## config.mk

```make
export PLATFORM = sky130hd
export DESIGN_NAME = rtwm_multiply_working_by_file
export DESIGN_NICKNAME = d
export VERILOG_FILES = /design/src/common/rtwm_pkg.sv /design/src/rtwm_product_pair.sv /design/src/rtwm_multiply_working_by_file.sv
export SDC_FILE = /design/constraint.sdc
export NUM_CORES = 1
export LEC_CHECK = 0
export ABC_AREA = 1
export BUFFER_PORTS_ARGS = -buffer_cell sky130_fd_sc_hd__buf_4
export CELL_PAD_IN_SITES_DETAIL_PLACEMENT = 0
export CELL_PAD_IN_SITES_GLOBAL_PLACEMENT = 2
export CORE_MARGIN = 2
export CORE_UTILIZATION = 37
export DETAILED_ROUTE_END_ITERATION = 16
export HOLD_SLACK_MARGIN = 0.03
export PLACE_DENSITY = 0.95
export SKIP_LAST_GASP = 1
export SYNTH_ARGS = -nofsm -noshare
export SYNTH_HDL_FRONTEND = slang
export SYNTH_SLANG_ARGS = --single-unit
```

## constraint.sdc

```tcl
create_clock -name clk -period 7.9 [get_ports clk]
set_clock_uncertainty 0.1 [all_clocks]
set_input_delay 0.395 -clock clk [delete_from_list [all_inputs] [get_ports clk]]
set_output_delay 0.395 -clock clk [all_outputs]
set_load 0.01 [all_outputs]
```

## src/common/rtwm_pkg.sv

```systemverilog
// Contract
// - multiply working register by addressed operand, unsigned.
// - 16-bit product, high byte to product_high, low byte to product_low.
// - working register and operand stay unchanged; only product pair written.
// - no status flag changes; no carry, overflow or zero signalled.
// - access bit 0 selects access bank; 1 uses bank select register.
// - extended set, access bit 0, address at most 95: indexed literal offset.
// - one word, one cycle: decode Q1, read Q2, multiply Q3, write Q4.
package rtwm_pkg;
  // ****************************************
  // phases and addressing
  // ****************************************
  typedef enum logic [1:0] {
    RTWM_Q1 = 2'b00,
    RTWM_Q2 = 2'b01,
    RTWM_Q3 = 2'b10,
    RTWM_Q4 = 2'b11
  } rtwm_phase_e;

  localparam logic [7:0]  RTWM_INDEXED_MAX   = 8'h5F;
  localparam logic [7:0]  RTWM_ACCESS_SPLIT  = 8'h60;
  localparam logic [3:0]  RTWM_ACCESS_HIGH   = 4'hF;
  localparam logic [3:0]  RTWM_ACCESS_LOW    = 4'h0;
  localparam logic [15:0] RTWM_PROD_RESET    = 16'h0000;

  // decoded instruction from the core
  typedef struct packed {
    logic       valid;
    logic       access_sel;
    logic [7:0] file_addr;
  } rtwm_instr_s;

  // product pair as written to the core
  typedef struct packed {
    logic [7:0] high;
    logic [7:0] low;
  } rtwm_prod_s;
endpackage

```

## src/rtwm_product_pair.sv

```systemverilog
module rtwm_product_pair
  import rtwm_pkg::*;
(
  input  wire logic               clk,      // core clock
  input  wire logic               reset,    // async reset
  input  wire logic               write_en, // q4 write strobe
  input  wire rtwm_pkg::rtwm_prod_s wdata,  // product to store
  output      rtwm_pkg::rtwm_prod_s rdata   // registered pair
);
  always_ff @(posedge clk or posedge reset) begin
    if (reset) begin
      rdata <= RTWM_PROD_RESET;
    end else if (write_en) begin
      rdata <= wdata;
    end
  end
endmodule // rtwm_product_pair

```

## src/rtwm_multiply_working_by_file.sv

```systemverilog
module rtwm_multiply_working_by_file
  import rtwm_pkg::*;
(
  input  wire logic                 clk,               // core clock, one phase per rising edge
  input  wire logic                 reset,             // async reset
  input  wire rtwm_pkg::rtwm_instr_s instr,            // decoded instruction, sampled in q1
  input  wire logic [7:0]           working,           // working register
  input  wire logic [3:0]           bank_select_register, // bank select
  input  wire logic                 ext_enable,        // extended instruction set on
  input  wire logic [11:0]          fsr2,              // index base for literal offset
  input  wire logic [7:0]           mem_rdata,         // operand data, valid in q2
  output      logic [11:0]          mem_addr,          // operand address
  output      logic                 mem_rd,            // operand read strobe in q2
  output      logic [7:0]           product_high,      // high product byte
  output      logic [7:0]           product_low,       // low product byte
  output      logic                 prod_we,           // pulse after q4 write
  output      rtwm_pkg::rtwm_phase_e phase             // current q phase
);
  import rtwm_pkg::*;

  // ****************************************
  // state
  // ****************************************
  typedef struct packed {
    rtwm_phase_e phase;
    logic        busy;
    logic [11:0] addr;
    logic        rd;
    logic [7:0]  w_cap;
    logic [7:0]  f_cap;
    rtwm_prod_s  prod;
    logic        we;
  } rtwm_state_s;

  rtwm_state_s st;
  rtwm_state_s next_st;
  rtwm_prod_s  pair_q;

  // ****************************************
  // operand address resolution
  // ****************************************
  function automatic logic [11:0] resolve_addr(input rtwm_instr_s i, input logic [3:0] bank,
                                               input logic ext, input logic [11:0] base);
    logic [11:0] r;
    r = 12'h000;
    if (ext && !i.access_sel && i.file_addr <= RTWM_INDEXED_MAX) begin
      r = 12'(base + {4'h0, i.file_addr});
    end else if (!i.access_sel) begin
      r = {(i.file_addr < RTWM_ACCESS_SPLIT) ? RTWM_ACCESS_LOW : RTWM_ACCESS_HIGH, i.file_addr};
    end else begin
      r = {bank, i.file_addr};
    end
    return r;
  endfunction

  // ****************************************
  // phase sequencer
  // ****************************************
  always_comb begin
    next_st      = st;
    next_st.rd   = 1'b0;
    next_st.we   = 1'b0;
    unique case (st.phase)
      RTWM_Q1: begin
        next_st.phase = RTWM_Q2;
        next_st.busy  = instr.valid;
        if (instr.valid) begin
          next_st.addr = resolve_addr(instr, bank_select_register, ext_enable, fsr2);
          next_st.rd   = 1'b1;
        end
      end
      RTWM_Q2: begin
        next_st.phase = RTWM_Q3;
        if (st.busy) begin
          next_st.f_cap = mem_rdata;
          next_st.w_cap = working;
        end
      end
      RTWM_Q3: begin
        next_st.phase = RTWM_Q4;
        if (st.busy) begin
          next_st.prod = rtwm_prod_s'({8'h00, st.w_cap} * {8'h00, st.f_cap});
        end
      end
      RTWM_Q4: begin
        next_st.phase = RTWM_Q1;
        next_st.we    = st.busy;
        next_st.busy  = 1'b0;
      end
    endcase
  end

  always_ff @(posedge clk or posedge reset) begin
    if (reset) begin
      st <= '{phase: RTWM_Q1, busy: 1'b0, addr: 12'h000, rd: 1'b0, w_cap: 8'h00,
              f_cap: 8'h00, prod: RTWM_PROD_RESET, we: 1'b0};
    end else begin
      st <= next_st;
    end
  end

  // ****************************************
  // product pair and outputs
  // ****************************************
  // product pair store
  rtwm_product_pair u_pair (
    .clk      (clk),
    .reset    (reset),
    .write_en (st.phase == RTWM_Q4 && st.busy),
    .wdata    (st.prod),
    .rdata    (pair_q)
  );

  assign product_high = pair_q.high;
  assign product_low  = pair_q.low;
  assign mem_addr     = st.addr;
  assign mem_rd       = st.rd;
  assign prod_we      = st.we;
  assign phase        = st.phase;

  // ****************************************
  // checks
  // ****************************************
  property p_product;
    @(posedge clk) disable iff (reset)
      (st.phase == RTWM_Q4 && st.busy) |=> ({product_high, product_low} == st.w_cap * st.f_cap);
  endproperty
  a_product: assert property (p_product) else $error("product mismatch");
  property p_high_byte;
    @(posedge clk) disable iff (reset) prod_we |-> product_high == $past(st.prod.high);
  endproperty
  a_high_byte: assert property (p_high_byte) else $error("high byte wrong");
  property p_no_stray_write;
    @(posedge clk) disable iff (reset) !prod_we |-> $stable({product_high, product_low});
  endproperty
  a_no_stray_write: assert property (p_no_stray_write) else $error("pair changed without write");
  property p_pulse;
    @(posedge clk) disable iff (reset) prod_we |=> !prod_we;
  endproperty
  a_pulse: assert property (p_pulse) else $error("write pulse too long");
  property p_bank;
    @(posedge clk) disable iff (reset)
      (st.phase == RTWM_Q1 && instr.valid && instr.access_sel)
      |=> mem_addr == {$past(bank_select_register), $past(instr.file_addr)};
  endproperty
  a_bank: assert property (p_bank) else $error("bank address wrong");
  property p_indexed;
    @(posedge clk) disable iff (reset)
      (st.phase == RTWM_Q1 && instr.valid && !instr.access_sel && ext_enable && instr.file_addr <= RTWM_INDEXED_MAX)
      |=> mem_addr == 12'($past(fsr2) + $past(instr.file_addr));
  endproperty
  a_indexed: assert property (p_indexed) else $error("indexed address wrong");
  property p_cycle;
    @(posedge clk) disable iff (reset) (st.phase == RTWM_Q1 && instr.valid) |=> mem_rd ##3 prod_we;
  endproperty
  a_cycle: assert property (p_cycle) else $error("instruction not done in one cycle");
  property p_order;
    @(posedge clk) disable iff (reset) phase == RTWM_Q1 |=> phase == RTWM_Q2 ##1 phase == RTWM_Q3 ##1 phase == RTWM_Q4;
  endproperty
  a_order: assert property (p_order) else $error("phase order wrong");
  property p_access_bank;
    @(posedge clk) disable iff (reset)
      (st.phase == RTWM_Q1 && instr.valid && !instr.access_sel &&
       !(ext_enable && instr.file_addr <= RTWM_INDEXED_MAX))
      |=> mem_addr[7:0] == $past(instr.file_addr) && mem_addr[11:8] ==
          (($past(instr.file_addr) < RTWM_ACCESS_SPLIT) ? RTWM_ACCESS_LOW : RTWM_ACCESS_HIGH);
  endproperty
  a_access_bank: assert property (p_access_bank) else $error("access bank address wrong");
  property p_capture;
    @(posedge clk) disable iff (reset)
      (st.phase == RTWM_Q2 && st.busy) |=> st.w_cap == $past(working) && st.f_cap == $past(mem_rdata);
  endproperty
  a_capture: assert property (p_capture) else $error("operand capture wrong");
  property p_rd_phase;
    @(posedge clk) disable iff (reset) mem_rd |-> phase == RTWM_Q2;
  endproperty
  a_rd_phase: assert property (p_rd_phase) else $error("read outside q2");
  property p_we_phase;
    @(posedge clk) disable iff (reset) prod_we |-> phase == RTWM_Q1;
  endproperty
  a_we_phase: assert property (p_we_phase) else $error("write pulse outside q1");
  property p_idle;
    @(posedge clk) disable iff (reset) (st.phase == RTWM_Q1 && !instr.valid) |=> !mem_rd ##3 !prod_we;
  endproperty
  a_idle: assert property (p_idle) else $error("activity without instruction");
  property p_addr_hold;
    @(posedge clk) disable iff (reset) (phase != RTWM_Q1) |=> $stable(mem_addr);
  endproperty
  a_addr_hold: assert property (p_addr_hold) else $error("address moved mid cycle");
  property p_low_byte;
    @(posedge clk) disable iff (reset) prod_we |-> product_low == $past(st.prod.low);
  endproperty
  a_low_byte: assert property (p_low_byte) else $error("low byte wrong");
  property p_operands_kept;
    @(posedge clk) disable iff (reset) (st.phase == RTWM_Q3) |=> $stable(st.w_cap) && $stable(st.f_cap);
  endproperty
  a_operands_kept: assert property (p_operands_kept) else $error("operand copy changed");
  property p_wrap;
    @(posedge clk) disable iff (reset) phase == RTWM_Q4 |=> phase == RTWM_Q1;
  endproperty
  a_wrap: assert property (p_wrap) else $error("q4 not followed by q1");
endmodule // rtwm_multiply_working_by_file

```

==> key figures, run 1 <==
Drt
  – Drt pass-1 iters: 5
  – Met2 Wirelength: 5480 um
  – Top routing layer used: met4
  – Via count: 4342
  – M1 WL: 5832 um
  – Routed length on met3: 563 um
  – Post-DR wirelength/cell: 12.71 um
  – Iteration-0 DRC Markers: 168
  – Vias per inst: 4.571
  – Final wirelength: 12080 um
  – # DRC: 0
  – Antenna-violating nets left: 0

Critical path
  – Crit path required time: 8.03 ns
  – Crit path arrival time: 4.30 ns
  – CP endpoint kind: register
  – Crit path max fanout: 9
  – Startpoint Class: register
  – Critical path type: register to register

Synthesis
  – Cells after synthesis: 714
  – Mapped Area: 5508 sq um
  – Syn nets: 845
  – Syn Area/Cell: 7.714 sq um
  – Sequential area share after synthesis: 0.2953
  – #FFs+latches synth: 65
  – Synth unique cells: 35
  – Yosys warnings: 0

Floorplan
  – Die Span Y: 126.0 um
  – Die Span X: 126.0 um
  – Row count: 44
  – # IOs: 77
  – Starting Density: 0.3790
  – Die footprint: 15880 sq um
  – Core area: 14530 sq um

STA
  – Count of final hold-check violations: 0
  – Fin worst setup slack: 3.733 ns
  – Post-route minimum period: 4.167 ns
  – Fmax: 240.0 MHz
  – Slew HR: 0.4456
  – Setup tns final: 0 ns
  – Tcrit/Tclk final: 0.5275
  – Final setup viols: 0
  – Worst Tran Pin Value: 0.8316 ns
  – RSZ-0062 raised after global routing: no
  – Fin. max-slew vios: 0

Clock network
  – # resized after CTS: 0
  – Clk_lat worst skew: 0.34 ns
  – CTS Hold Bufs: 0
  – Max Buffers Root-to-Sink: 2
  – Clock Pin Slew Worst Setup and Hold Paths: 0.06 ns
  – Clock Tree Root: clkbuf_16
  – Setup bufs post-CTS: 0
  – Clock buffer count from CTS: 9
  – Sink Count: 65
  – CTS tree: built
  – H-tree Lvls: 3

Global routing
  – Initial antenna violation count: 0
  – Total grt overflow: 0
  – First-pass GRT wire length: 21110 um
  – Largest net degree at the start of global routing: 66
  – GRT Util Overall: 0.1638
  – Vias in the first global route: 4466

Power
  – Max VDD drop: 156.9 uV
  – Pleak: 0.003791 uW
  – Pwr/cell area: 292.3 nW/um^2

Min path
  – HP Class: input port to register

Status
  – Status: complete, no violations

Placement
  – HPWL Detailed: 9532 um
  – Place WS: 3.724 ns
  – IO Port Bufs: 76
  – GPL Wtd Cong: 0.9288

Final layout
  – Area grow syn2layout: 16.06%
  – Nets@finish: 893
  – Commonest non-fill, non-tap cells in the layout: 213 x nand2_1, 152 x inv_1, 77 x buf_4
  – N_diodes: 0
  – FILL cells: 1516
  – Commonest non-fill, non-tap cell in the layout: nand2_1
  – Layout cell share with drive strength beyond 1: 0.1540
  – Final core occ: 0.4398

Job
  – Max-cap check violation count: 0
==> worst paths after layout <==
kind	from	to	depth (start not counted)	slack [ns]
min in group asynchronous	reset	u_pair.rdata[14]	3	0.20
max reg2reg	st[24]	st[15]	17	3.73
min	mem_rdata[2]	st[19]	2	0.17
min reg2reg	st[6]	u_pair.rdata[5]	2	0.38
max in group asynchronous	reset	st[26]	3	6.95
max	st[24]	st[15]	17	3.73
==> area by class of cell <==
class,count,area [sq um],area share
inverter,155,581.8,0.09102
timing repair buffer,77,578.1,0.09043
tap,184,230.2,0.03601
sequential,65,1627,0.2545
clock buffer,10,239.0,0.03738
multi-input combinational,454,3080,0.4819
clock inverter,5,56.30,0.008808
==> cells by family (layout without fill, tap and decap cells) <==
family,after synthesis,count (layout),synth area share
buf+inv,195,247,0.1454
compound gates,64,64,0.06747
mux,14,14,0.02862
simple gates,282,282,0.2047
xor+xnor,8,8,0.01272
flops,65,65,0.2953
fa+ha+maj,86,86,0.2458
==> power by group <==
part	switching (uW)	total [uW]	internal, uW
clock	152	402	250
combinational	582	994	412
sequential	60.6	472	411
==> through the flow <==
stage | hold slack, ns | cell area, sq um | instances | total power (uW)
after floorplan | 0.3422 | 5508 | 714 | 1220
after global placement | 0.3603 | 6097 | 935 | 1467
after detailed placement | 0.3631 | 6097 | 935 | 1474
after CTS | 0.1496 | 6392 | 950 | 1898
after global routing | 0.1617 | 6392 | 950 | 2080
final | 0.1669 | 6392 | 950 | 1869
==> worst max-delay path: stages, from the launching register on <==
cell and delay, ns:
dfrtp_1 0.51, nand2_1 0.13, fa_1 0.53, fa_1 0.54, inv_1 0.05, fa_1 0.53
inv_1 0.06, fa_1 0.52, inv_1 0.04, ha_1 0.34, a21oi_1 0.18, nor2_1 0.06
nor2_1 0.08, nand2_1 0.09, nand2_1 0.08, nand3_1 0.07, nand3_1 0.09, nand2_1 0.05
==> sequential cells by signal, indices dropped and copies added, names as in the netlist <==
| register | cells |
|---|---|
| prod_we | 1 |
| mem_addr | 12 |
| st | 33 |
| u_pair.rdata | 16 |
| phase | 2 |
| mem_rd | 1 |
==> cells in the mapped netlist <==
cell type  count  share of area
nand4_1        3         0.0034
or2_2          2         0.0023
nand3_1       25          0.023
a31oi_1        5         0.0057
clkbuf_1      17          0.012
o21ai_0       11          0.010
inv_1        153           0.10
o22ai_1        1         0.0011
a21o_1         1         0.0014
nor2_2         3         0.0034
nor3_1         2         0.0018
inv_2          2         0.0014
mux2_2         8          0.016
o21bai_1       1         0.0014
dfrtp_1       65           0.30
or2_0          1         0.0011
o21a_1         2         0.0027
a21oi_2        3         0.0048
buf_6          1         0.0020
xnor2_1        5         0.0080
nor2_1        28          0.019
buf_2          7         0.0064
nand2_1      213           0.15
ha_1          49           0.11
xor2_1         3         0.0048
buf_1          1        0.00068
buf_4         14          0.019
o21bai_4       1         0.0034
fa_1          37           0.13
nand2_2        5         0.0057
mux2_1         6          0.012
o21ai_2        1         0.0016
a21oi_1       27          0.025
o31ai_1        2         0.0027
o21ai_1        9         0.0082
==> metal layers <==
metal | vias to the layer above | global-route usage
li1 | 2233 | -
met4 | 0 | 0.05688
met5 | - | 0
met2 | 96 | 0.2615
met3 | 12 | 0.03568
met1 | 2001 | 0.2210
(Power assumes the default switching activity.)
==> inputs of run 2 (changes only) <==
- ABC_AREA: 1 -> 0
- CORE_UTILIZATION: 37 -> 33
- PLACE_DENSITY: 0.95 -> 0.87
- clock period: 7.9 -> 3.8 ns (I/O delays scaled with it)
==> key figures, run 2 <==
Clock network
  – Clk_lat worst skew: 0.34 ns (about the same)
  – Max Buffers Root-to-Sink: 2 (unchanged)
  – Clock Pin Slew Worst Setup and Hold Paths: 0.06 ns (about the same)
  – Clock Tree Root: clkbuf_16
  – Clock buffer count from CTS: 9 (unchanged)
  – Sink Count: 65 (unchanged)
  – CTS tree: built
  – H-tree Lvls: 3 (unchanged)

Floorplan
  – Die Span X: 128.8 um (+2.2%)
  – Core area: 15200 sq um (+4.6%)
  – Starting Density: 0.3382 (-0.04077)
  – # IOs: 77 (unchanged)
  – Die footprint: 16590 sq um (+4.5%)
  – Die Span Y: 128.8 um (+2.2%)
  – Row count: 45 (+2.3%)

Critical path
  – CP Cell Sequence: and2_4 > fa_1 > fa_1 > fa_1 > inv_1 > fa_1 > inv_2 > ha_4 > a211oi_2 > o211a_1 > o31ai_2 > a21oi_1 > xor2_1 > o21ai_1
  – Most frequent CP cell: fa_1
  – Critical path type: register to register
  – Crit-path leading delay family: adder cells
  – Crit path max fanout: 6 (-3)
  – Slowest CP cell: fa_1
  – CP endpoint kind: register
  – Crit path required time: 3.92 ns (-4.11 ns)
  – Crit path buffers/inverters: 2 (-1)
  – Startpoint Class: register
  – Crit path arrival time: 4.19 ns (-0.11 ns)
  – Critical path's largest stage delay: 0.50 ns (-0.04 ns)

Placement
  – Place WS: -0.3709 ns (-4.094 ns)
  – HPWL Detailed: 8569 um (-10%)
  – GPL Wtd Cong: 0.8683 (-6.5%)
  – IO Port Bufs: 76 (unchanged)
  – Dpl cell area: 6190 sq um (+1.5%)

Global routing
  – GRT Util Overall: 0.1416 (-0.02218)
  – First-pass GRT wire length: 18650 um (-12%)
  – Largest net degree at the start of global routing: 36 (-45%)
  – Vias in the first global route: 4084 (-8.6%)
  – Total grt overflow: 0 (unchanged)
  – Initial antenna violation count: 0 (unchanged)

Final layout
  – Commonest non-fill, non-tap cell in the layout: buf_4
  – Commonest non-fill, non-tap cells in the layout: 120 x buf_4, 55 x dfrtp_1, 53 x inv_1
  – Max reg flops: 33 (unchanged)
  – FILL cells: 1460 (-3.7%)
  – Fin area: 6802 sq um (+6.4%)
  – Area grow syn2layout: 32.29%
  – Area of the multi-input gates: 3318 sq um (+7.7%)
  – Layout cell share with drive strength beyond 1: 0.3370 (+0.1829)
  – Nets@finish: 770 (-14%)
  – FF+latch area: 1639 sq um (+0.77%)
  – N_diodes: 0 (unchanged)
  – Largest reg by FF count: st

Synthesis
  – #FFs+latches synth: 65 (unchanged)
  – Most frequent cells after synthesis: 65 x dfrtp_1, 58 x inv_1, 56 x and2_1
  – Synth top area share: 0.3164 (+0.02106)
  – Sequential area share after synthesis: 0.3164 (+0.02106)
  – Primary FF master, synth: dfrtp_1
  – Mapped Area: 5141 sq um (-6.7%)
  – Number of synthesized flops with an enable pin: 0 (unchanged)
  – Synth area leaders: dfrtp_1 32%, fa_1 14%, ha_1 12%, mux2_2 7.7%, and2_1 6.8%
  – Top-count cell post-synth: dfrtp_1
  – Synth unique cells: 47 (+34%)
  – Syn nets: 639 (-24%)
  – Fraction of registers with async set/reset: 1.000 (unchanged)
  – Syn Area/Cell: 10.12 sq um (+31%)
  – Cells after synthesis: 508 (-29%)
  – Area leader, netlist: dfrtp_1
  – Yosys warnings: 0 (unchanged)

STA
  – Fin. max-slew vios: 0 (unchanged)
  – Final setup viols: 8 (+8)
  – Fmax: 245.3 MHz (+2.2%)
  – Tcrit/Tclk final: 1.073 (+0.5455)
  – Slew HR: 0.4726 (+0.02701)
  – RSZ-0062 raised after global routing: yes
  – Worst Tran Pin Value: 0.7891 ns (-0.04242 ns)
  – Post-route minimum period: 4.077 ns (-0.08983 ns)
  – Fin worst setup slack: -0.2772 ns (-4.010 ns)
  – Count of final hold-check violations: 0 (unchanged)
  – Setup tns final: -1.678 ns (-1.678 ns)

Drt
  – Via count: 3933 (-9.4%)
  – Vias per inst: 4.727 (+3.4%)
  – # DRC: 0 (unchanged)
  – Drt pass-1 iters: 4 (-1)
  – Iteration-0 DRC Markers: 147 (-13%)
  – Post-DR wirelength/cell: 13.26 um (+4.3%)
  – Final wirelength: 11030 um (-8.7%)
  – Antenna-violating nets left: 0 (unchanged)

Power
  – Pleak: 0.003330 uW (-12%)
  – Max VDD drop: 337.3 uV (+110%)
  – Pwr/cell area: 667.1 nW/um^2 (+130%)

Status
  – Failing checks: negative setup slack
  – Status: finished, violations left

Job
  – Max-cap check violation count: 0 (unchanged)

Min path
  – HP Class: input port to register
run 2: changes by cell type after synthesis, sizes merged, moves of 6 or more:
cell	change
and2	+56
a21oi	-10
inv	-97
a21o	+6
buf	-8
o21ai	+15
mux2	+21
nor2b	+6
nand2	-175
nor2	-18
a211oi	+10
clkbuf	-11
nand3	-23
run 2: through the flow:
stage | total power (uW) | instances | hold slack (ns) | utilization
2_1_floorplan | 2760 | 508 | 0.2188 | -
3_3_place_gp | 3616 | 787 | 0.2842 | 0.4072
3_5_place_dp | 3658 | 787 | 0.2910 | 0.4072
4_1_cts | 4595 | 830 | 0.03600 | 0.4449
5_1_grt | 4967 | 832 | 0.06559 | 0.4474
6_report | 4537 | 832 | 0.04551 | 0.4474
run 2: cells by family (layout without fill, tap and decap cells):
| kind of cell | after synthesis | after routing | synth area share |
|---|---|---|---|
| XOR/XNOR | 12 | 12 | 0.02044 |
| multiplexers | 39 | 39 | 0.08445 |
| flip-flops | 65 | 65 | 0.3164 |
| adder cells (fa/ha/maj) | 86 | 86 | 0.2633 |
| AND/OR/NAND/NOR | 140 | 140 | 0.1446 |
| AO/OA/AOI/OAI | 86 | 86 | 0.1022 |
| buffers and inverters | 80 | 216 | 0.06863 |
run 2: repair_timing:
item / in CTS / in global routing
endpoints found under the setup margin: 9 / 9
setup buffers: 7 / 2
pin swaps: 12 / 11
gates resized for setup: 17 / 8
hold buffers: 20 / 0
endpoints found under the hold margin: 53 / 0
run 2: path summary, 6_finish.rpt:
kind | end | cells past startpoint | start | slack, ns
max reg2reg | st[15] | 14 | st[24] | -0.28
min reg2reg | st[8] | 1 | st[8] | 0.37
max | st[15] | 14 | st[24] | -0.28
min | mem_addr[3] | 3 | instr[3] | 0.05
max in group asynchronous | st[3] | 4 | reset | 2.26
min in group asynchronous | phase[1] | 3 | reset | 0.45
run 2: final cells by class:
cell class | count | area share
clock buffer | 13 | 0.03826
clock inverter | 3 | 0.002208
inverter | 59 | 0.03256
multi-input combinational | 363 | 0.4879
sequential | 65 | 0.2410
tap | 188 | 0.03458
timing repair buffer | 141 | 0.1635
run 2: metal layers:
| metal | vias up | GRT usage | routed length (um) |
|---|---|---|---|
| met5 | - | 0 | 0 |
| li1 | 1933 | - | - |
| met2 | 74 | 0.2499 | 5715 |
| met3 | 14 | 0.03368 | 406 |
| met1 | 1912 | 0.1665 | 4728 |
| met4 | 0 | 0.05499 | 178 |
run 2: where the power goes:
part           internal (uW)  leakage [uW]  switching [uW]
Clock                    473      0.000139             298
Sequential               877      0.000775             124
Combinational           1490       0.00242            1280
run 2: tightest hold or removal path, delay by kind of cell:
kind	cells	cell delay (ns)
AO/OA/AOI/OAI	2	0.17
buffers and inverters	1	0.09
==> inputs of run 3 (changes only) <==
==> constraint.sdc (replaced) <==
create_clock -name clk -period 3.8 [get_ports clk]
set_clock_uncertainty 0.1 [all_clocks]
set_input_delay 0.57 -clock clk [delete_from_list [all_inputs] [get_ports clk]]
set_output_delay 0.57 -clock clk [all_outputs]
set_load 0.01 [all_outputs]
==> key figures, run 3 (synthesis gave the netlist of run 2 again) <==
Floorplan
  – # IOs: 77 (unchanged)
  – Die Span X: 128.8 um (unchanged)
  – Die Span Y: 128.8 um (unchanged)
  – Row count: 45 (unchanged)
  – Core area: 15200 sq um (unchanged)
  – Die footprint: 16590 sq um (unchanged)
  – Starting Density: 0.3382 (unchanged)

Min path
  – HP Start: working[4]
  – Hold depth: 2 (-1)
  – Hold endpoint: st[29]
  – HP Class: input port to register

Drt
  – Final wirelength: 11090 um (+0.51%)
  – # DRC: 0 (unchanged)
  – Drt pass-1 iters: 4 (unchanged)
  – Vias per inst: 4.733 (+0.12%)
  – Iteration-0 DRC Markers: 146 (-0.68%)
  – Antenna-violating nets left: 0 (unchanged)
  – Via count: 3862 (-1.8%)
  – Post-DR wirelength/cell: 13.58 um (+2.5%)

STA
  – Slew HR: 0.2637 (-0.2089)
  – Final setup viols: 8 (unchanged)
  – Tcrit/Tclk final: 1.071 (-0.001542)
  – Worst Tran Pin Value: 1.103 ns (+0.3137 ns)
  – Fin worst setup slack: -0.2713 ns (+0.005860 ns)
  – RSZ-0062 raised after global routing: yes
  – Post-route minimum period: 4.071 ns (-0.005860 ns)
  – Fmax: 245.6 MHz (+0.14%)
  – Fin. max-slew vios: 0 (unchanged)
  – Count of final hold-check violations: 0 (unchanged)

Final layout
  – Final core occ: 0.4383 (-0.009135)
  – Max reg flops: 33 (unchanged)
  – Area grow syn2layout: 29.59%
  – Largest reg by FF count: st
  – N_diodes: 0 (unchanged)
  – Layout cell share with drive strength beyond 1: 0.3567 (+0.01973)
  – FILL cells: 1495 (+2.4%)
  – Commonest non-fill, non-tap cell in the layout: buf_4
  – Commonest non-fill, non-tap cells in the layout: 123 x buf_4, 53 x dfrtp_1, 52 x inv_1
  – FF+latch area: 1642 sq um (+0.15%)
  – Area of the multi-input gates: 3309 sq um (-0.26%)
  – Nets@finish: 754 (-2.1%)

Critical path
  – Worst r2r src: st[29]
  – Crit path required time: 3.96 ns (+0.04 ns)
  – Worst R2R End: st[16]
  – Startpoint Class: register
  – Crit path arrival time: 4.24 ns (+0.05 ns)
  – Critical path's largest stage delay: 0.51 ns (about the same)
  – Most frequent CP cell: fa_1
  – CP Cell Sequence: buf_4 > nand2_2 > fa_1 > fa_1 > inv_1 > fa_1 > inv_1 > fa_1 > inv_2 > ha_4 > o21a_1 > o31a_1 > a211oi_4 > o21ai_2 > a41o_1 > a21oi_2
  – Crit path max fanout: 4 (-2)
  – Critical path type: register to register
  – CP endpoint kind: register
  – Slowest CP cell: fa_1
  – Reg2reg setup slack: -0.27 ns (about the same)
  – Cell count of the worst reg-to-reg path: 16 (+2)

Global routing
  – Largest net degree at the start of global routing: 51 (+42%)
  – Vias in the first global route: 4126 (+1.0%)
  – GRT Util Overall: 0.1425 (+0.0008561)
  – Total grt overflow: 0 (unchanged)
  – Initial antenna violation count: 0 (unchanged)
  – First-pass GRT wire length: 18700 um (+0.26%)

Placement
  – HPWL Detailed: 8677 um (+1.3%)
  – GPL Wtd Cong: 0.8484 (-2.3%)
  – IO Port Bufs: 76 (unchanged)

Status
  – Status: finished, violations left
  – Failing checks: negative setup slack

Clock network
  – Sink Count: 65 (unchanged)
  – Clock Tree Root: clkbuf_16
  – CTS tree: built
  – H-tree Lvls: 3 (unchanged)
  – Max Buffers Root-to-Sink: 2 (unchanged)
  – CTS Hold Bufs: 0 (-100%)
  – Clk_lat worst skew: 0.34 ns (about the same)
  – Clock Pin Slew Worst Setup and Hold Paths: 0.05 ns (about the same)
  – Clock buffer count from CTS: 9 (unchanged)

Power
  – Max VDD drop: 414.7 uV (+23%)
  – Power, Total: 4653 uW (+2.5%)
  – Pleak: 0.003274 uW (-1.7%)
  – Pwr/cell area: 698.3 nW/um^2 (+4.7%)

Job
  – Max-cap check violation count: 0 (unchanged)
==> run 3: layout make-up <==
class,count,area share
clock inverter,2,0.005258
tap,188,0.03531
sequential,65,0.2464
inverter,59,0.03324
clock buffer,14,0.04113
timing repair buffer,125,0.1420
multi-input combinational,363,0.4967
==> run 3: timing repair <==
action | 4_1_cts | 5_1_grt
gates resized for setup | 14 | 10
endpoints found under the setup margin | 9 | 9
hold endpoints to repair | 0 | 0
pin swaps | 6 | 7
buffers inserted | 11 | 2
==> run 3: worst max-delay path by stage <==
stage | end | start | cells after the start
detailed placement | st[15] | st[22] | 15
floorplan | st[15] | st[19] | 14
global route | st[15] | st[31] | 14
finish | st[16] | st[29] | 16
CTS | st[15] | st[29] | 14
global placement | st[15] | st[22] | 14
==> run 3: where the power goes <==
group | switching (uW) | internal, uW
clock | 293 | 560
combinational | 1300 | 1500
sequential | 122 | 877
==> run 3: per-stage QoR <==
stage | setup TNS, ns | hold WS (ns) | instances | area [sq um] | setup WS (ns)
2_1_floorplan | -0.07736 | 0.3457 | 508 | 5245 | -0.02859
3_3_place_gp | -1.721 | 0.3624 | 787 | 6190 | -0.2667
3_5_place_dp | -2.381 | 0.3692 | 787 | 6190 | -0.3701
4_1_cts | -1.714 | 0.3473 | 814 | 6615 | -0.2955
5_1_grt | -3.072 | 0.3492 | 816 | 6663 | -0.4165
6_report | -1.712 | 0.3642 | 816 | 6663 | -0.2713
==> run 3: per-layer routing <==
metal	track usage	wire, um	part of all wire
met5	0	0	0
met3	0.04283	530	0.048
met2	0.2540	5681	0.51
met4	0.03772	128	0.012
met1	0.1669	4744	0.43
==> run 3: critical path, delay by kind of cell (launching register included) <==
family | cells | cell delay, ns
adders and majority gates | 5 | 2.12
AOI/OAI and AO/OA | 6 | 0.98
DFF | 1 | 0.43
buffers and inverters | 4 | 0.32
and+or+nand+nor | 1 | 0.07
